===== config.mk =====
export PLATFORM = sky130hd
export DESIGN_NAME = switch_drop_event_report
export DESIGN_NICKNAME = d
export VERILOG_FILES = /design/src/core/drop_report_pkg.sv /design/src/core/drop_event_if.sv /design/src/core/drop_reason_encoder.sv /design/src/core/switch_drop_event_report.sv
export SDC_FILE = /design/constraint.sdc
export NUM_CORES = 1
export LEC_CHECK = 0
export ABC_AREA = 1
export BUFFER_PORTS_ARGS = -buffer_cell sky130_fd_sc_hd__buf_2
export CORE_MARGIN = 1
export CORE_UTILIZATION = 26
export CTS_BUF_LIST = sky130_fd_sc_hd__clkbuf_8
export DETAILED_ROUTE_END_ITERATION = 10
export GPL_ROUTABILITY_DRIVEN = 0
export PLACE_DENSITY = 0.53
export SLEW_MARGIN = 20
export SYNTH_ARGS = -nofsm -noshare
export SYNTH_HDL_FRONTEND = slang
export SYNTH_HIERARCHICAL = 1
export SYNTH_SLANG_ARGS = --single-unit

===== constraint.sdc =====
create_clock -name core_clk -period 5.45 [get_ports core_clk]
set_input_delay 1.09 -clock core_clk [delete_from_list [all_inputs] [get_ports core_clk]]
set_output_delay 1.09 -clock core_clk [all_outputs]
set_load 0.05 [all_outputs]

===== src/core/drop_report_pkg.sv =====
package drop_report_pkg;
	localparam int ADDR_W = 16;
	localparam int DATA_W = 32;
	localparam int PORT_W = 2;
	localparam int REASON_W = 4;
	localparam int PEND_W = 15;

	// Register indices; the byte address is four times the index.
	localparam logic [13:0] IDX_LEARN_MISS = 14'h185A;
	localparam logic [13:0] IDX_IRQ_MASK = 14'h1880;
	localparam logic [13:0] IDX_IRQ_PEND = 14'h1881;
	localparam logic [15:0] ADDR_LEARN_MISS = {IDX_LEARN_MISS, 2'b00};
	localparam logic [15:0] ADDR_IRQ_MASK = {IDX_IRQ_MASK, 2'b00};
	localparam logic [15:0] ADDR_IRQ_PEND = {IDX_IRQ_PEND, 2'b00};

	localparam logic [31:0] COUNT_RESET = 32'h0000_0000;
	localparam logic [31:0] COUNT_MAX = 32'hFFFF_FFFF;
	localparam logic MASK_RESET = 1'b1;
	localparam logic [14:0] PEND_RESET = 15'h0000;

	localparam int MASK_BIT = 0;
	localparam int PEND_BIT = 0;
	localparam int A_VALID_BIT = 1;
	localparam int A_PORT_LSB = 2;
	localparam int A_REASON_LSB = 4;
	localparam int B_VALID_BIT = 8;
	localparam int B_PORT_LSB = 9;
	localparam int B_REASON_LSB = 11;

	localparam logic [1:0] PORT_RESERVED = 2'h3;

	localparam logic [3:0] RSN_TAGGED_ONLY = 4'h0;
	localparam logic [3:0] RSN_FLOOD_SRC_NONMEMBER = 4'h1;
	localparam logic [3:0] RSN_SRC_NOT_FWD = 4'h2;
	localparam logic [3:0] RSN_DST_NOT_FWD = 4'h3;
	localparam logic [3:0] RSN_DST_NONMEMBER = 4'h4;
	localparam logic [3:0] RSN_SRC_NONMEMBER = 4'h5;
	localparam logic [3:0] RSN_UNKNOWN_UCAST = 4'h6;
	localparam logic [3:0] RSN_UNKNOWN_MCAST = 4'h7;
	localparam logic [3:0] RSN_BCAST_THROTTLE = 4'h8;
	localparam logic [3:0] RSN_FLOOD_SRC_NOT_FWD = 4'h9;
	localparam logic [3:0] RSN_SAME_PORT = 4'hA;
	localparam logic [3:0] RSN_ENTRY_FILTER = 4'hB;
	localparam logic [3:0] RSN_VID_ALL_ONES = 4'hE;

	typedef struct packed {
		logic tagged_only_admission;
		logic untagged;
		logic vid_all_ones;
		logic bcast_throttled;
		logic da_found;
		logic da_bcast;
		logic da_mcast;
		logic member_check_en;
		logic admit_non_member;
		logic src_member;
		logic dst_member;
		logic src_fwd;
		logic dst_fwd;
		logic drop_unknown_en;
		logic filter_mcast_en;
		logic same_port;
		logic entry_filter;
	} drop_cond_s;
endpackage : drop_report_pkg


===== src/core/drop_event_if.sv =====
`timescale 1ns/1ns
interface drop_event_if;
	logic drop;
	logic [1:0] drop_port;
	drop_report_pkg::drop_cond_s cond;
	logic evt_valid;
	logic [3:0] evt_reason;
	logic [1:0] evt_port;

	modport enc (
		input drop,
		input drop_port,
		input cond,
		output evt_valid,
		output evt_reason,
		output evt_port
	);
	modport core (
		input evt_valid,
		input evt_reason,
		input evt_port
	);
endinterface : drop_event_if


===== src/core/drop_reason_encoder.sv =====
`timescale 1ns/1ns
module drop_reason_encoder (
	drop_event_if.enc ev
);
	// The checks are taken in a fixed order so that one code is reported
	// even when several conditions hold for the same packet.
	logic [3:0] reason_nxt;
	logic hit_nxt;
	drop_report_pkg::drop_cond_s c;

	assign c = ev.cond;

	always_comb begin
		reason_nxt = drop_report_pkg::RSN_TAGGED_ONLY;
		hit_nxt = 1'b1;
		if (c.tagged_only_admission && c.untagged) begin
			reason_nxt = drop_report_pkg::RSN_TAGGED_ONLY;
		end else if (c.vid_all_ones) begin
			reason_nxt = drop_report_pkg::RSN_VID_ALL_ONES;
		end else if (c.da_bcast && c.bcast_throttled) begin
			reason_nxt = drop_report_pkg::RSN_BCAST_THROTTLE;
		end else if (!c.da_found || c.da_bcast) begin
			if (!c.src_fwd) begin
				reason_nxt = drop_report_pkg::RSN_FLOOD_SRC_NOT_FWD;
			end else if (c.member_check_en && !c.admit_non_member
					&& !c.src_member) begin
				reason_nxt = drop_report_pkg::RSN_FLOOD_SRC_NONMEMBER;
			end else if (!c.da_bcast && !c.da_mcast && c.drop_unknown_en) begin
				reason_nxt = drop_report_pkg::RSN_UNKNOWN_UCAST;
			end else if (c.da_mcast && c.filter_mcast_en) begin
				reason_nxt = drop_report_pkg::RSN_UNKNOWN_MCAST;
			end else begin
				hit_nxt = 1'b0;
			end
		end else if (c.same_port) begin
			reason_nxt = drop_report_pkg::RSN_SAME_PORT;
		end else if (c.entry_filter) begin
			reason_nxt = drop_report_pkg::RSN_ENTRY_FILTER;
		end else if (!c.src_fwd) begin
			reason_nxt = drop_report_pkg::RSN_SRC_NOT_FWD;
		end else if (!c.dst_fwd) begin
			reason_nxt = drop_report_pkg::RSN_DST_NOT_FWD;
		end else if (c.member_check_en && !c.admit_non_member
				&& !c.src_member) begin
			reason_nxt = drop_report_pkg::RSN_SRC_NONMEMBER;
		end else if (c.member_check_en && !c.dst_member) begin
			reason_nxt = drop_report_pkg::RSN_DST_NONMEMBER;
		end else begin
			hit_nxt = 1'b0;
		end
	end

	// A drop with no known cause or a reserved port code is not recorded.
	assign ev.evt_valid = ev.drop && hit_nxt
		&& (ev.drop_port != drop_report_pkg::PORT_RESERVED);
	assign ev.evt_reason = reason_nxt;
	assign ev.evt_port = ev.drop_port;
endmodule : drop_reason_encoder


===== src/core/switch_drop_event_report.sv =====
`timescale 1ns/1ns
module switch_drop_event_report #(
	parameter int COUNT_W = 32
) (
	input wire logic core_clk,
	input wire logic rst,
	input wire logic psel,
	input wire logic penable,
	input wire logic pwrite,
	input wire logic [15:0] paddr,
	input wire logic [31:0] pwdata,
	input wire logic [3:0] pstrb,
	output logic [31:0] prdata,
	output logic pready,
	output logic pslverr,
	input wire logic learn_miss_p2,
	input wire logic drop,
	input wire logic [1:0] drop_port,
	input wire logic tagged_only_admission,
	input wire logic untagged,
	input wire logic vid_all_ones,
	input wire logic bcast_throttled,
	input wire logic da_found,
	input wire logic da_bcast,
	input wire logic da_mcast,
	input wire logic member_check_en,
	input wire logic admit_non_member,
	input wire logic src_member,
	input wire logic dst_member,
	input wire logic src_fwd,
	input wire logic dst_fwd,
	input wire logic drop_unknown_en,
	input wire logic filter_mcast_en,
	input wire logic same_port,
	input wire logic entry_filter,
	output logic irq
);
	localparam logic [COUNT_W-1:0] CNT_MAX = {COUNT_W{1'b1}};

	drop_event_if ev ();

	logic [COUNT_W-1:0] count_r;
	logic [COUNT_W-1:0] count_nxt;
	logic mask_r;
	logic mask_nxt;
	logic [14:0] pend_r;
	logic [14:0] pend_nxt;
	logic [14:0] pend_base;
	logic [31:0] prdata_r;
	logic [31:0] prdata_nxt;
	logic pready_r;
	logic pslverr_r;
	logic irq_r;

	logic access;
	logic take;
	logic done;
	logic hit_count;
	logic hit_mask;
	logic hit_pend;
	logic mapped;
	logic rd_count;
	logic rd_pend;
	logic wr_mask;
	logic a_valid;
	logic b_valid;

	assign ev.drop = drop;
	assign ev.drop_port = drop_port;
	assign ev.cond = '{
		tagged_only_admission: tagged_only_admission,
		untagged: untagged,
		vid_all_ones: vid_all_ones,
		bcast_throttled: bcast_throttled,
		da_found: da_found,
		da_bcast: da_bcast,
		da_mcast: da_mcast,
		member_check_en: member_check_en,
		admit_non_member: admit_non_member,
		src_member: src_member,
		dst_member: dst_member,
		src_fwd: src_fwd,
		dst_fwd: dst_fwd,
		drop_unknown_en: drop_unknown_en,
		filter_mcast_en: filter_mcast_en,
		same_port: same_port,
		entry_filter: entry_filter
	};

	drop_reason_encoder u_enc (
		.ev(ev.enc)
	);

	// Bus decode. Every access gets one wait state. A read clears the count
	// or pending register on the edge that captures the read data, not on
	// the completing edge, so an event landing between the two is not lost.
	assign access = psel && penable;
	assign take = access && !pready_r;
	assign done = access && pready_r;
	assign hit_count = (paddr == drop_report_pkg::ADDR_LEARN_MISS);
	assign hit_mask = (paddr == drop_report_pkg::ADDR_IRQ_MASK);
	assign hit_pend = (paddr == drop_report_pkg::ADDR_IRQ_PEND);
	assign mapped = hit_count || hit_mask || hit_pend;
	assign rd_count = take && !pwrite && hit_count;
	assign rd_pend = take && !pwrite && hit_pend;
	assign wr_mask = done && pwrite && hit_mask && pstrb[0];

	assign a_valid = pend_r[drop_report_pkg::A_VALID_BIT];
	assign b_valid = pend_r[drop_report_pkg::B_VALID_BIT];

	// Counter: a learn miss in the clearing cycle is kept as a count of one.
	always_comb begin
		count_nxt = rd_count ? '0 : count_r;
		if (learn_miss_p2 && (count_nxt != CNT_MAX)) begin
			count_nxt = count_nxt + 1'b1;
		end
	end

	assign mask_nxt = wr_mask ? pwdata[drop_report_pkg::MASK_BIT] : mask_r;

	// The read clear happens first; an event in the same cycle then lands
	// in the emptied set A, so no drop is lost across a read.
	assign pend_base = rd_pend ? drop_report_pkg::PEND_RESET : pend_r;

	always_comb begin
		pend_nxt = pend_base;
		if (ev.evt_valid) begin
			pend_nxt[drop_report_pkg::PEND_BIT] = 1'b1;
			if (!pend_base[drop_report_pkg::A_VALID_BIT]) begin
				pend_nxt[drop_report_pkg::A_VALID_BIT] = 1'b1;
				pend_nxt[drop_report_pkg::A_PORT_LSB +: 2] =
					ev.evt_port;
				pend_nxt[drop_report_pkg::A_REASON_LSB +: 4] =
					ev.evt_reason;
			end else if (!pend_base[drop_report_pkg::B_VALID_BIT]) begin
				pend_nxt[drop_report_pkg::B_VALID_BIT] = 1'b1;
				pend_nxt[drop_report_pkg::B_PORT_LSB +: 2] =
					ev.evt_port;
				pend_nxt[drop_report_pkg::B_REASON_LSB +: 4] =
					ev.evt_reason;
			end
		end
	end

	always_comb begin
		prdata_nxt = 32'h0000_0000;
		if (hit_count) begin
			prdata_nxt[COUNT_W-1:0] = count_r;
		end else if (hit_mask) begin
			prdata_nxt[drop_report_pkg::MASK_BIT] = mask_r;
		end else if (hit_pend) begin
			prdata_nxt[14:0] = pend_r;
		end
	end

	always_ff @(posedge core_clk or posedge rst) begin
		if (rst) begin
			count_r <= drop_report_pkg::COUNT_RESET[COUNT_W-1:0];
			mask_r <= drop_report_pkg::MASK_RESET;
			pend_r <= drop_report_pkg::PEND_RESET;
		end else begin
			count_r <= count_nxt;
			mask_r <= mask_nxt;
			pend_r <= pend_nxt;
		end
	end

	always_ff @(posedge core_clk or posedge rst) begin
		if (rst) begin
			pready_r <= 1'b0;
			pslverr_r <= 1'b0;
			prdata_r <= 32'h0000_0000;
		end else begin
			pready_r <= access && !pready_r;
			pslverr_r <= access && !pready_r && !mapped;
			prdata_r <= (access && !pready_r && !pwrite) ? prdata_nxt
				: 32'h0000_0000;
		end
	end

	// The request lags the pending bit by one cycle to keep it a clean flop.
	always_ff @(posedge core_clk or posedge rst) begin
		if (rst) begin
			irq_r <= 1'b0;
		end else begin
			irq_r <= pend_r[drop_report_pkg::PEND_BIT] && !mask_r;
		end
	end

	assign prdata = prdata_r;
	assign pready = pready_r;
	assign pslverr = pslverr_r;
	assign irq = irq_r;

	property p_count_inc;
		@(posedge core_clk) disable iff (rst)
		learn_miss_p2 && !rd_count && count_r != CNT_MAX
		|=> count_r == $past(count_r) + 1'b1;
	endproperty
	a_count_inc: assert property (p_count_inc)
		else $error("learn miss count did not advance");

	property p_count_clr;
		@(posedge core_clk) disable iff (rst)
		rd_count && !learn_miss_p2 |=> count_r == '0;
	endproperty
	a_count_clr: assert property (p_count_clr)
		else $error("learn miss count not cleared by read");

	property p_count_sat;
		@(posedge core_clk) disable iff (rst)
		count_r == CNT_MAX && !rd_count |=> count_r == CNT_MAX;
	endproperty
	a_count_sat: assert property (p_count_sat)
		else $error("learn miss count wrapped");

	property p_masked;
		@(posedge core_clk) disable iff (rst)
		mask_r[*2] |=> !irq_r;
	endproperty
	a_masked: assert property (p_masked)
		else $error("interrupt raised while masked");

	property p_irq;
		@(posedge core_clk) disable iff (rst)
		pend_r[drop_report_pkg::PEND_BIT] && !mask_r |=> irq_r;
	endproperty
	a_irq: assert property (p_irq)
		else $error("interrupt missing while pending and unmasked");

	property p_capture_masked;
		@(posedge core_clk) disable iff (rst)
		mask_r && ev.evt_valid |=> pend_r[drop_report_pkg::PEND_BIT];
	endproperty
	a_capture_masked: assert property (p_capture_masked)
		else $error("drop not captured while masked");

	property p_set_a;
		@(posedge core_clk) disable iff (rst)
		ev.evt_valid && !a_valid && !rd_pend
		|=> a_valid && pend_r[7:4] == $past(ev.evt_reason)
			&& pend_r[3:2] == $past(ev.evt_port);
	endproperty
	a_set_a: assert property (p_set_a)
		else $error("set A not filled from drop event");

	property p_set_b;
		@(posedge core_clk) disable iff (rst)
		ev.evt_valid && a_valid && !b_valid && !rd_pend
		|=> b_valid && pend_r[14:11] == $past(ev.evt_reason)
			&& pend_r[10:9] == $past(ev.evt_port)
			&& pend_r[7:1] == $past(pend_r[7:1]);
	endproperty
	a_set_b: assert property (p_set_b)
		else $error("set B not filled or set A disturbed");

	property p_both_full;
		@(posedge core_clk) disable iff (rst)
		a_valid && b_valid && !rd_pend |=> $stable(pend_r[14:1]);
	endproperty
	a_both_full: assert property (p_both_full)
		else $error("full record sets were overwritten");

	property p_pend_clr;
		@(posedge core_clk) disable iff (rst)
		rd_pend && !ev.evt_valid |=> pend_r == drop_report_pkg::PEND_RESET;
	endproperty
	a_pend_clr: assert property (p_pend_clr)
		else $error("pending register not cleared by read");

	property p_reserved_reason;
		@(posedge core_clk) disable iff (rst)
		ev.evt_valid |-> ev.evt_reason != 4'hC && ev.evt_reason != 4'hD
			&& ev.evt_reason != 4'hF;
	endproperty
	a_reserved_reason: assert property (p_reserved_reason)
		else $error("reserved drop reason reported");

	property p_port_code;
		@(posedge core_clk) disable iff (rst)
		ev.evt_valid |=> pend_r[3:2] != drop_report_pkg::PORT_RESERVED;
	endproperty
	a_port_code: assert property (p_port_code)
		else $error("reserved port code stored");

	property p_count_hold;
		@(posedge core_clk) disable iff (rst)
		!learn_miss_p2 && !rd_count |=> $stable(count_r);
	endproperty
	a_count_hold: assert property (p_count_hold)
		else $error("learn miss count moved without a miss");

	property p_rd_count_data;
		@(posedge core_clk) disable iff (rst)
		rd_count |=> prdata_r[COUNT_W-1:0] == $past(count_r);
	endproperty
	a_rd_count_data: assert property (p_rd_count_data)
		else $error("learn miss read returned a wrong value");

	property p_rd_pend_data;
		@(posedge core_clk) disable iff (rst)
		rd_pend |=> prdata_r[14:0] == $past(pend_r);
	endproperty
	a_rd_pend_data: assert property (p_rd_pend_data)
		else $error("pending read returned a wrong value");

	property p_mask_write;
		@(posedge core_clk) disable iff (rst)
		wr_mask |=> mask_r == $past(pwdata[drop_report_pkg::MASK_BIT]);
	endproperty
	a_mask_write: assert property (p_mask_write)
		else $error("mask bit not written");

	property p_irq_off;
		@(posedge core_clk) disable iff (rst)
		!pend_r[drop_report_pkg::PEND_BIT] |=> !irq_r;
	endproperty
	a_irq_off: assert property (p_irq_off)
		else $error("interrupt raised with nothing pending");

	property p_b_needs_a;
		@(posedge core_clk) disable iff (rst)
		b_valid |-> a_valid && pend_r[drop_report_pkg::PEND_BIT];
	endproperty
	a_b_needs_a: assert property (p_b_needs_a)
		else $error("set B valid without set A and pending");
endmodule : switch_drop_event_report


Word-level counts from Yosys, hierarchy flattened. Cells that the tools add are included.

Register bits after elaboration: 83. Bits of input ports: 78. Output and inout bits: 35. Word-level logic and storage cells: 91.

Add/subtract/negate cells: 1. Equal/unequal tests: 5. Multiplexer cells: 41. Reduce and logical (&&, ||, !) cells: 36.

Operators by type and width (count): two-way mux 32 bit (3); two-way mux 15 bit (4); == test 16 x 15 -> 1 bit (second input constant) (3); two-way mux 4 bit (12); adder 32 x 1 -> 32 bit (second input constant) (1); inequality test 32 bit (second input constant) (1); logical AND 1 bit (22); two-way mux 7 bit (3); two-way mux 17 bit (1); two-way mux 1 bit (15); two-way mux 14 bit (1); zero test 1 bit (10); two-way mux 3 bit (2); logical OR 1 bit (3); inequality test 2 bit (second input constant) (1); nonzero test 2 bit (1).

Longest topological paths before layout. Gate-level depths: netlist of the first run.

Word-level depth: 15. Gate-level depth with buffers: 16.

Cells and area by module. Netlist of the first run, hierarchy kept.

By module, submodules not included: switch_drop_event_report (times used 1, cells each 620, area an instance 4504.3 um^2, sequential area each 2078.2 um^2); drop_reason_encoder (times used 1, cells each 56, area an instance 285.3 um^2, sequential area each 0.0 um^2).

Worst setup path before layout of the first run. OpenSTA, ideal clock, no wires.

Path type: input port to flip-flop. Start: input paddr[14]. End: register count_r[26]. Data arrival time: 2.413 ns. Data required time: 5.334 ns. Slack: 2.920 ns. Cell stages on the path: 16. Buffers on the path: 2. Path through: nand2_1 inv_1 nand2_1 nor2_2 nand3_4 buf_6 nand3_1 nor2_1 nand2_2 nor2_4 nand2_4 nand2_8 inv_4 buf_6 nand2_1 nand2_1.

Cells in the longest elaborated chain, start to end: 6. Elaborated cells between the ends (all ways): 7.

Ends and longest elaborated chain: start, declared (RTL line switch_drop_event_report.sv:10) `input wire logic [15:0] paddr,`; == test 16 x 15 -> 1 bit (*) (RTL line switch_drop_event_report.sv:100) `assign hit_count = (paddr == drop_report_pkg::ADDR_LEARN_MISS);`; logical AND 1 bit (*) (RTL line switch_drop_event_report.sv:104) `assign rd_count = take && !pwrite && hit_count;`; two-way mux 32 bit (*) (RTL line switch_drop_event_report.sv:113) `count_nxt = rd_count ? '0 : count_r;`; branches (longest 2 deep; another with adder 32 x 1 -> 32 bit); two-way mux 32 bit (*) (RTL line switch_drop_event_report.sv:114) `if (learn_miss_p2 && (count_nxt != CNT_MAX)) begin`; named net count_nxt[26] (RTL line switch_drop_event_report.sv:43) `logic [COUNT_W-1:0] count_nxt;`; end signal, assigned (RTL line switch_drop_event_report.sv:158) `count_r <= drop_report_pkg::COUNT_RESET[COUNT_W-1:0];`; end signal, assigned (RTL line switch_drop_event_report.sv:162) `count_r <= count_nxt;`; end, declared (RTL line switch_drop_event_report.sv:42) `logic [COUNT_W-1:0] count_r;`.

Mark *: on every way through the listed nets, which the timed path passes. A chain may end at the register's enable or synchronous reset.

Worst setup path after layout of the first run.
Start: input paddr[12]. End: register count_r[6].

The elaborated chain is that of the path after synthesis.

==> results.json, run 1 <==
{
  "crit_top_cell": "nand2_1",
  "rows": 49,
  "io_pins": 113,
  "fillerInstances": 2004,
  "antenna_found_initial": 0,
  "critPathCapture": "count_r[6]",
  "outcome": "finished, final reports clean",
  "io_buffer_count": 78,
  "drv_slew": 0,
  "final_core_util": 0.308,
  "setup_viol": 0,
  "cp_cell_sequence": "buf_2 -> nor2_1 -> nand2_1 -> nor2_2 -> nand3_4 -> nand3_2 -> nor2_4 -> nand2_1 -> nor2_4 -> nand2_4 -> nand2_8 -> inv_4 -> nand2_1 -> nand2_1",
  "fmax_mhz": 298,
  "cts_setup_buffers": 0,
  "hold_violations": 0,
  "tightest_slew_ps": 726,
  "finalSetupTns_ps": 0,
  "cts_tree": "done",
  "grtUsageMet3": 0.0294,
  "multiInputGateArea_um2": 2160,
  "critPathArrivalTime_ps": 3670,
  "syn_to_final_growth_pct": 15.9,
  "viasPerCell": 4.33,
  "cts_resized": 0,
  "path_max_fanout": 68,
  "grt_pass1_vias": 4156,
  "drive_gt1_frac": 0.172,
  "grt_overflow_total": 0,
  "grt_use_total": 0.136,
  "wl_um": 11800,
  "period_minus_slack_ps": 3360,
  "top_usage_layer": "met2",
  "seq_area_um2": 2080,
  "cpLargestDelayFamily": "simple AND/OR/NAND/NOR gates",
  "fp.coreArea_um2": 18000,
  "crit_path_end_kind": "flop",
  "startpoint_type": "input port",
  "nets": 824,
  "drtPass1Iterations": 4,
  "hpwl_um": 8540,
  "hold_class": "reg -> reg",
  "setup_slack_ps": 2090,
  "r2r_slack_ps": 2500,
  "finalCritPeriodShare": 0.616,
  "numClockSinks": 83,
  "grt_max_degree": 69,
  "fp.dieH_um": 138,
  "grtUsageMet1": 0.179,
  "root_buffer": "clkbuf_8",
  "power_leakage_nw": 2.87,
  "dieArea_um2": 19000,
  "syn_nets": 754,
  "start_util": 0.266,
  "path_buf_inv": 2,
  "syn-cell-area_um2": 4790,
  "cap_violations": 0,
  "clockBufferDepth": 2,
  "r2r_start": "pready",
  "cp-startpoint": "paddr[12]",
  "die_x_um": 138,
  "pre_cts_slack_ps": 1670,
  "powerDensity_nw_per_um2": 232,
  "ant_nets": 0,
  "numCtsBuffers": 9,
  "wire_per_inst_um": 12.0,
  "crit_slowest_cell": "nand3_4",
  "worstSkewPairLatency_ps": 380,
  "first_iter_violations": 169,
  "fin_skew_ps": 13.9,
  "grt_pass1_wl_um": 20000,
  "ir_worst_vdd_v": 0.000102,
  "use_met2": 0.220,
  "hold_buffers": 0,
  "worstPathRequired_ps": 5760,
  "rsz0062_at_grt": "no",
  "htreeDepth": 3,
  "synth_cell_types": 36,
  "cp.depth": 14,
  "critPathMaxStageDelay_ps": 560,
  "syn_inst": 676,
  "diodes": 0,
  "avgSynthCellArea_um2": 7.09,
  "relSlewSlack": 0.516,
  "ys_ff_latch": 83,
  "worstSetupPathType": "in -> reg",
  "rr_worst_depth": 13,
  "clk_pin_slew_ps": 90,
  "drc": 0,
  "yosysWarnings": 6,
  "vias": 4240,
  "seq_area_frac_synth": 0.434,
  "fin_total_pwr_mw": 1.29,
  "reg2reg_to": "count_r[6]"
}
## area by class of cell
cell class / instances / area share
Tap cell: 229 / 0.0516
Multi-Input combinational cell: 463 / 0.389
Clock inverter: 5 / 0.0106
Inverter: 109 / 0.0744
Sequential cell: 83 / 0.374
Timing Repair Buffer: 80 / 0.0730
Clock buffer: 11 / 0.0273
## sequential cells by signal, summed over array words and instances, names as in the netlist
signal and cells:
irq 1, mask_r 1, pready 1, prdata 32, pend_r 15, count_r 32
pslverr 1
## Yosys cell counts (all sizes together)
| master | number | area share |
|---|---|---|
| o22ai | 12 | 0.016 |
| nand3 | 79 | 0.091 |
| nor3 | 5 | 0.0063 |
| nor4b | 1 | 0.0031 |
| inv | 109 | 0.086 |
| nand3b | 1 | 0.0042 |
| a21oi | 6 | 0.0071 |
| xnor2 | 1 | 0.0018 |
| nand4 | 8 | 0.010 |
| nor2 | 96 | 0.084 |
| xor2 | 9 | 0.016 |
| and2 | 1 | 0.0013 |
| clkbuf | 5 | 0.0039 |
| nor4 | 1 | 0.0013 |
| mux2 | 1 | 0.0024 |
| o21ai | 24 | 0.025 |
| dfrtp | 82 | 0.43 |
| nand2 | 217 | 0.18 |
| o31ai | 1 | 0.0016 |
| dfstp | 1 | 0.0055 |
| buf | 16 | 0.025 |
## through the flow
step                      hold WS (ps)  instance area (µm²)  std cells
after floorplan                    451                 4790        676
after global placement             479                 5340        964
after detailed placement           487                 5340        964
after CTS                          511                 5550        980
after global routing               542                 5550        980
final                              512                 5550        980
## logic make-up after synthesis
group                     count (synthesis)  synth area share
DFF                                      83             0.434
muxes                                     1           0.00235
AOI/OAI and AO/OA                        43            0.0494
xor gates and xnor gates                 10            0.0183
and+or+nand+nor                         409             0.381
buffers and inverters                   130             0.115
## how the worst min path moves through the flow
stage,from,cells past startpoint,to,slack [ps]
after floorplan,pend_r[0],2,irq,450
after global placement,pend_r[0],2,irq,480
after detailed placement,pend_r[0],2,irq,490
after CTS,pend_r[0],2,irq,510
after global routing,pend_r[7],2,pend_r[7],540
final,pend_r[0],2,irq,510
## power breakdown
part | internal (mW) | leakage [nW] | switching (mW) | total [mW]
combinational | 0.0518 | 1.65 | 0.0926 | 0.144
sequential | 0.640 | 1.12 | 0.0245 | 0.665
clock | 0.238 | 0.102 | 0.242 | 0.480
## worst reg2reg max path: stages (launching register included)
cell	delay (ps)
dfrtp_1	400
inv_1	70
nand3_2	100
nor2_4	200
nand3_4	580
nand3_2	470
nor2_4	130
nand2_1	120
nor2_4	40
nand2_4	160
nand2_8	180
inv_4	280
nand2_1	80
nand2_1	80
## per-layer routing
layer  vias up  part of all wire  wire length (µm)
li1       2226                 -                 -
met5         -                 0                 0
met2        82              0.45              5350
met1      1918              0.49              5770
met3        14             0.038               450
met4         0             0.017               201
## cells in the final DEF, fill, tap and decap left out, types with 2 or more instances in the layout
cell        netlist  layout
nand2_4           3       3
xor2_1            9       9
clkbuf_8          0      11
nand2_1         211     211
nand3_1          72      72
clkinvlp_4        0       2
buf_4             7       2
nor2_1           86      86
nand3_2           6       6
a21oi_1           5       5
inv_2             2       2
buf_2             4      78
o21ai_1           6       6
nand4_1           8       8
nor2_4            3       3
o22ai_1          12      12
nand2_2           2       2
inv_1           106     105
o21ai_0          18      18
nor3_1            4       4
clkinv_2          0       2
nor2_2            7       7
dfrtp_1          82      82
Note: power is estimated with default switching activity, not from simulation.
==> run 2, diff against run 1 <==
--- a/config.mk
+++ b/config.mk
@@ -5,14 +5,14 @@
 export SDC_FILE = /design/constraint.sdc
 export NUM_CORES = 1
 export LEC_CHECK = 0
-export ABC_AREA = 1
+export ABC_AREA = 0
 export BUFFER_PORTS_ARGS = -buffer_cell sky130_fd_sc_hd__buf_2
 export CORE_MARGIN = 1
 export CORE_UTILIZATION = 26
 export CTS_BUF_LIST = sky130_fd_sc_hd__clkbuf_8
 export DETAILED_ROUTE_END_ITERATION = 10
 export GPL_ROUTABILITY_DRIVEN = 0
-export PLACE_DENSITY = 0.53
+export PLACE_DENSITY = 0.54
 export SLEW_MARGIN = 20
 export SYNTH_ARGS = -nofsm -noshare
 export SYNTH_HDL_FRONTEND = slang
==> constraint.sdc (replaced) <==
create_clock -name core_clk -period 3.2 [get_ports core_clk]
set_input_delay 0.64 -clock core_clk [delete_from_list [all_inputs] [get_ports core_clk]]
set_output_delay 0.64 -clock core_clk [all_outputs]
set_load 0.05 [all_outputs]
==> run 2 against run 1 <==
  * Final cell count is 34% lower
  * Sequential share of layout area up 5.6 points
  * Global-route usage is 0.59 points lower
  * Power increased by 67%
  * Worst hold slack worse by 170 ps
  * Critical path type unchanged
  * Critical endpoint is now prdata[9]
  * Largest power group unchanged
==> results.json, run 2 <==
{
  "clockBufferDepth": 2,
  "drive_gt1_frac": 0.271,
  "postLayoutCellArea_um2": 4830,
  "fin_skew_ps": 7.23,
  "numCtsBuffers": 9,
  "hold_class": "in -> async",
  "start_util": 0.267,
  "crit_slowest_cell": "or4_4",
  "grt_use_total": 0.130,
  "critPathArrivalTime_ps": 2770,
  "worstSkewPairLatency_ps": 350,
  "seq_area_frac_synth": 0.512,
  "yosysWarnings": 6,
  "nets": 535,
  "final_cell_mix": "dfrtp_1, buf_2, nand2_1, a21oi_1, nor2_1",
  "htreeDepth": 3,
  "first_iter_violations": 226,
  "grt_overflow_total": 0,
  "cts_resized": 0,
  "grt_pass1_wl_um": 16400,
  "period_minus_slack_ps": 2490,
  "antenna_found_initial": 0,
  "final_common_cell": "dfrtp_1",
  "power_leakage_nw": 2.28,
  "drtPass1Iterations": 5,
  "wl_um": 10100,
  "io_buffer_count": 78,
  "path_max_fanout": 20,
  "wire_per_inst_um": 15.5,
  "ant_nets": 0,
  "relSlewSlack": 0.541,
  "cap_violations": 0,
  "syn_inst": 378,
  "rsz0062_at_grt": "no",
  "powerDensity_nw_per_um2": 445,
  "clk_pin_slew_ps": 80,
  "ys.flop_type": "dfrtp_1",
  "fp.dieH_um": 127,
  "io_pins": 113,
  "critPathMaxStageDelay_ps": 600,
  "cp_cell_sequence": "buf_2 -> or4bb_1 -> or4_4 -> nor2_4 -> buf_4 -> a22o_1",
  "netlist.area_leader.share": 0.506,
  "dieArea_um2": 16100,
  "fmax_mhz": 402,
  "synth_async_sr_flop_share": 1.00,
  "vias": 3289,
  "drv_slew": 0,
  "root_buffer": "clkbuf_8",
  "hold_buffers": 0,
  "outcome": "finished, final reports clean",
  "grt_max_degree": 49,
  "die_x_um": 127,
  "avgSynthCellArea_um2": 10.7,
  "synth_cell_types": 67,
  "finalCritPeriodShare": 0.778,
  "drc": 0,
  "synth_commonest_cells": "dfrtp_1, nand2_1, a21oi_1, nor2_1, a22o_1",
  "yosys.area.top_type": "dfrtp_1",
  "fp.coreArea_um2": 15200,
  "syn_nets": 456,
  "grt_pass1_vias": 3213,
  "cts_setup_buffers": 0,
  "hpwl_um": 7350,
  "path_buf_inv": 2,
  "synth_edf_count": 0,
  "worstPathRequired_ps": 3480,
  "ir_worst_vdd_v": 0.000181,
  "setup_viol": 0,
  "numClockSinks": 83,
  "ys_ff_latch": 83,
  "cpLargestDelayFamily": "simple AND/OR/NAND/NOR gates",
  "syn_to_final_growth_pct": 19.0,
  "placedInstanceArea_um2": 4620,
  "hold_violations": 0,
  "syn-cell-area_um2": 4060,
  "rows": 45,
  "fillerInstances": 1595,
  "tightest_slew_ps": 686,
  "ys_top_cells_by_area": "dfrtp_1, a22o_1, a21oi_1",
  "finalSetupTns_ps": 0,
  "startpoint_type": "input port",
  "diodes": 0,
  "worstSetupPathType": "in -> reg",
  "yosysMostFrequentCell": "dfrtp_1",
  "cts_tree": "done",
  "viasPerCell": 5.07,
  "crit_path_end_kind": "flop"
}
==> run 2: cell count changes after synthesis, moves of 10 or more <==
cell	before	now
a21oi_1	5	24
nand3_1	72	11
a22o_1	0	20
nor2_1	86	22
o22ai_1	12	0
and3_1	0	19
mux2i_1	0	10
inv_1	106	7
nand2_1	211	27
==> run 2: cell families after synthesis <==
logic type | Yosys count | share of synthesized area
XOR/XNOR | 5 | 0.0108
AO/OA/AOI/OAI | 89 | 0.159
flip-flops | 83 | 0.512
buffers and inverters | 24 | 0.0386
multiplexers | 11 | 0.0275
AND/OR/NAND/NOR | 166 | 0.252
==> run 2: path summary, 6_finish.rpt <==
| kind | cells after the start | to | startpoint | slack [ps] |
|---|---|---|---|---|
| max in group asynchronous | 3 | mask_r | rst | 2130 |
| setup / recovery | 6 | prdata[9] | paddr[12] | 710 |
| hold / removal | 2 | prdata[9] | rst | 340 |
| hold reg to reg | 1 | prdata[2] | pend_r[2] | 510 |
| setup reg to reg | 5 | count_r[29] | count_r[0] | 940 |
| min in group core_clk | 1 | prdata[2] | pend_r[2] | 510 |
==> run 2: report_power, final <==
group	switching [mW]	internal, mW
sequential	0.0850	1.12
combinational	0.108	0.0903
clock	0.372	0.375
==> run 2: worst register-to-register path, delay by kind of cell, from the launching register on <==
| family | cells | cell delay, ps |
|---|---|---|
| simple gates | 4 | 1490 |
| flops | 1 | 530 |
| mux | 1 | 130 |
==> run 2: through the flow <==
| stage | worst slack (ps) | instances | hold WS, ps | utilization | power, mW |
|---|---|---|---|---|---|
| floorplan | 425 | 378 | 464 | - | 1.33 |
| global placement | 287 | 634 | 490 | 0.304 | 1.41 |
| detailed placement | 302 | 634 | 499 | 0.304 | 1.42 |
| CTS | 676 | 649 | 365 | 0.317 | 2.18 |
| global route | 656 | 649 | 386 | 0.317 | 2.26 |
| finish | 711 | 649 | 341 | 0.317 | 2.15 |
==> run 2: final cells by class <==
class | count | area, µm² | share of cell area
Sequential cell | 83 | 2080 | 0.431
Multi-Input combinational cell | 271 | 1840 | 0.381
Timing Repair Buffer | 85 | 455 | 0.0944
Tap cell | 188 | 235 | 0.0487
Clock buffer | 10 | 138 | 0.0285
Clock inverter | 5 | 55.1 | 0.0114
Inverter | 7 | 27.5 | 0.00570
==> run 2: layer usage <==
layer	routed length, µm	part of all wire	track usage
met1	4920	0.49	0.181
met5	0	0	0
met4	200	0.020	0.0525
met2	4500	0.45	0.197
met3	436	0.043	0.0261
==> run 3, diff against run 2 <==
--- a/config.mk
+++ b/config.mk
@@ -5,14 +5,14 @@
 export SDC_FILE = /design/constraint.sdc
 export NUM_CORES = 1
 export LEC_CHECK = 0
-export ABC_AREA = 0
+export ABC_AREA = 1
 export BUFFER_PORTS_ARGS = -buffer_cell sky130_fd_sc_hd__buf_2
 export CORE_MARGIN = 1
 export CORE_UTILIZATION = 26
 export CTS_BUF_LIST = sky130_fd_sc_hd__clkbuf_8
 export DETAILED_ROUTE_END_ITERATION = 10
 export GPL_ROUTABILITY_DRIVEN = 0
-export PLACE_DENSITY = 0.54
+export PLACE_DENSITY = 0.53
 export SLEW_MARGIN = 20
 export SYNTH_ARGS = -nofsm -noshare
 export SYNTH_HDL_FRONTEND = slang
==> constraint.sdc (replaced) <==
create_clock -name core_clk -period 2.5 [get_ports core_clk]
set_input_delay 0.5 -clock core_clk [delete_from_list [all_inputs] [get_ports core_clk]]
set_output_delay 0.5 -clock core_clk [all_outputs]
set_load 0.05 [all_outputs]
==> run 3 against run 2 <==
  * Largest power group unchanged
  * Clock skew rose by 5.6 ps
  * Wire length rose by 18%
  * Setup slack got worse by 320 ps
  * Final cell count rose by 54%
  * Via count rose by 33%
  * Highest routed layer unchanged
  * Register-to-register slack got worse by 550 ps
  * Design area rose by 18%
==> results.json, run 3 (same netlist as run 1, synthesis figures left out) <==
{
  "outcome": "finished, final reports clean",
  "crit_slowest_cell": "dfrtp_1",
  "syn_to_final_growth_pct": 19.3,
  "fillerInstances": 1991,
  "final_cell_mix": "nand2_1, inv_1, nor2_1, dfrtp_1, buf_2",
  "reg2reg_to": "count_r[7]",
  "numCtsBuffers": 9,
  "fp.coreArea_um2": 18000,
  "met3RoutedLength_um": 498,
  "start_util": 0.266,
  "relSlewSlack": 0.671,
  "numClockSinks": 83,
  "ant_nets": 0,
  "root_buffer": "clkbuf_8",
  "cts_resized": 0,
  "wl_met1_um": 5620,
  "worstSetupPathType": "reg -> reg",
  "fp.dieH_um": 138,
  "rsz0062_at_grt": "no",
  "critPathMaxStageDelay_ps": 360,
  "grt_max_degree": 37,
  "wl_um": 11900,
  "ir_worst_vdd_v": 0.000195,
  "cts_setup_buffers": 0,
  "grt_use_total": 0.134,
  "grt_overflow_total": 0,
  "power_leakage_nw": 2.98,
  "r2r_start": "pready",
  "wire_per_inst_um": 11.9,
  "r2r_slack_ps": 390,
  "dieArea_um2": 19000,
  "clk_pin_slew_ps": 90,
  "hold_class": "in -> async",
  "clockBufferDepth": 2,
  "cap_violations": 0,
  "drtPass1Iterations": 5,
  "diodes": 0,
  "powerDensity_nw_per_um2": 483,
  "io_pins": 113,
  "rows": 49,
  "drv_slew": 0,
  "hold_violations": 0,
  "period_minus_slack_ps": 2110,
  "finalSetupTns_ps": 0,
  "grt_pass1_vias": 4090,
  "top_layer": "met4",
  "final_core_util": 0.317,
  "grt_pass1_wl_um": 19900,
  "worstSkewPairLatency_ps": 360,
  "fin_skew_ps": 12.9,
  "tightest_slew_ps": 493,
  "finalCritPeriodShare": 0.843,
  "fmax_mhz": 474,
  "wl_met2_um": 5600,
  "viasPerCell": 4.40,
  "drive_gt1_frac": 0.187,
  "setup_viol": 0,
  "cts_tree": "done",
  "htreeDepth": 3,
  "first_iter_violations": 259,
  "worstPathRequired_ps": 2750,
  "crit_path_end_kind": "flop",
  "cp_cell_sequence": "inv_1 -> nand3_2 -> nor2_4 -> nand3_4 -> buf_12 -> nand3_1 -> nor2_4 -> nand2_1 -> nor2_4 -> nand2_4 -> buf_4 -> nand2_1 -> nand2_1 -> and2_1",
  "antenna_found_initial": 0,
  "io_buffer_count": 78,
  "final_common_cell": "nand2_1",
  "path_max_fanout": 36,
  "die_x_um": 138,
  "startpoint_type": "flop",
  "nets": 842,
  "hold_buffers": 0,
  "drc": 0,
  "rr_worst_depth": 14,
  "vias": 4389,
  "critPathArrivalTime_ps": 2350,
  "hpwl_um": 9100
}
-- run 3: cell types whose count changed in the layout (fill, tap and decap cells not counted), sizes merged, moves of 10 or more --
cell	before	now
nand2	27	217
a22o	20	0
inv	7	111
buf	85	98
nor2	23	96
o22ai	0	12
or4	11	0
mux2i	10	0
a21oi	24	6
o21ai	13	24
nand3	12	79
or3	12	0
and3	21	0
-- run 3: how the worst max path moves through the flow --
stage / start / end / depth (start not counted)
finish: pready / count_r[7] / 14
global placement: paddr[14] / count_r[7] / 16
floorplan: pready / count_r[26] / 15
detailed placement: paddr[14] / count_r[7] / 16
CTS: pready / count_r[7] / 14
global route: pready / count_r[28] / 15
-- run 3: through the flow --
stage | power, mW | setup WS, ps | cell area (µm²) | cells | hold WS [ps]
finish | 2.76 | 392 | 5710 | 998 | 158
global route | 2.92 | 166 | 5710 | 998 | 188
CTS | 2.80 | 354 | 5710 | 998 | 157
detailed placement | 1.81 | 82.2 | 5520 | 982 | 482
global placement | 1.81 | 87.0 | 5520 | 982 | 481
floorplan | 1.69 | 391 | 4790 | 676 | 451
-- run 3: power by group --
group | switching [mW] | total [mW] | internal (mW)
combinational | 0.203 | 0.329 | 0.125
sequential | 0.0557 | 1.45 | 1.40
clock | 0.498 | 0.980 | 0.483
total | 0.756 | 2.76 | 2.00
-- run 3: layout make-up --
| type | count | area, µm² | area share |
|---|---|---|---|
| Timing Repair Buffer | 98 | 578 | 0.101 |
| Clock inverter | 6 | 58.8 | 0.0103 |
| Clock buffer | 10 | 138 | 0.0241 |
| Inverter | 109 | 415 | 0.0727 |
| Sequential cell | 83 | 2080 | 0.364 |
| Multi-Input combinational cell | 463 | 2160 | 0.378 |
| Tap cell | 229 | 287 | 0.0501 |
-- run 3: worst max-delay path, delay by kind of cell, from the launching register on --
kind,cells,cell delay (ps)
AND/OR/NAND/NOR,11,1190
buffers and inverters,3,430
flip-flops,1,360
-- run 3: metal layers --
| layer | vias up | global-route usage |
|---|---|---|
| met4 | 0 | 0.0447 |
| met1 | 2015 | 0.175 |
| li1 | 2265 | - |
| met3 | 12 | 0.0177 |
| met5 | - | 0 |
| met2 | 97 | 0.225 |
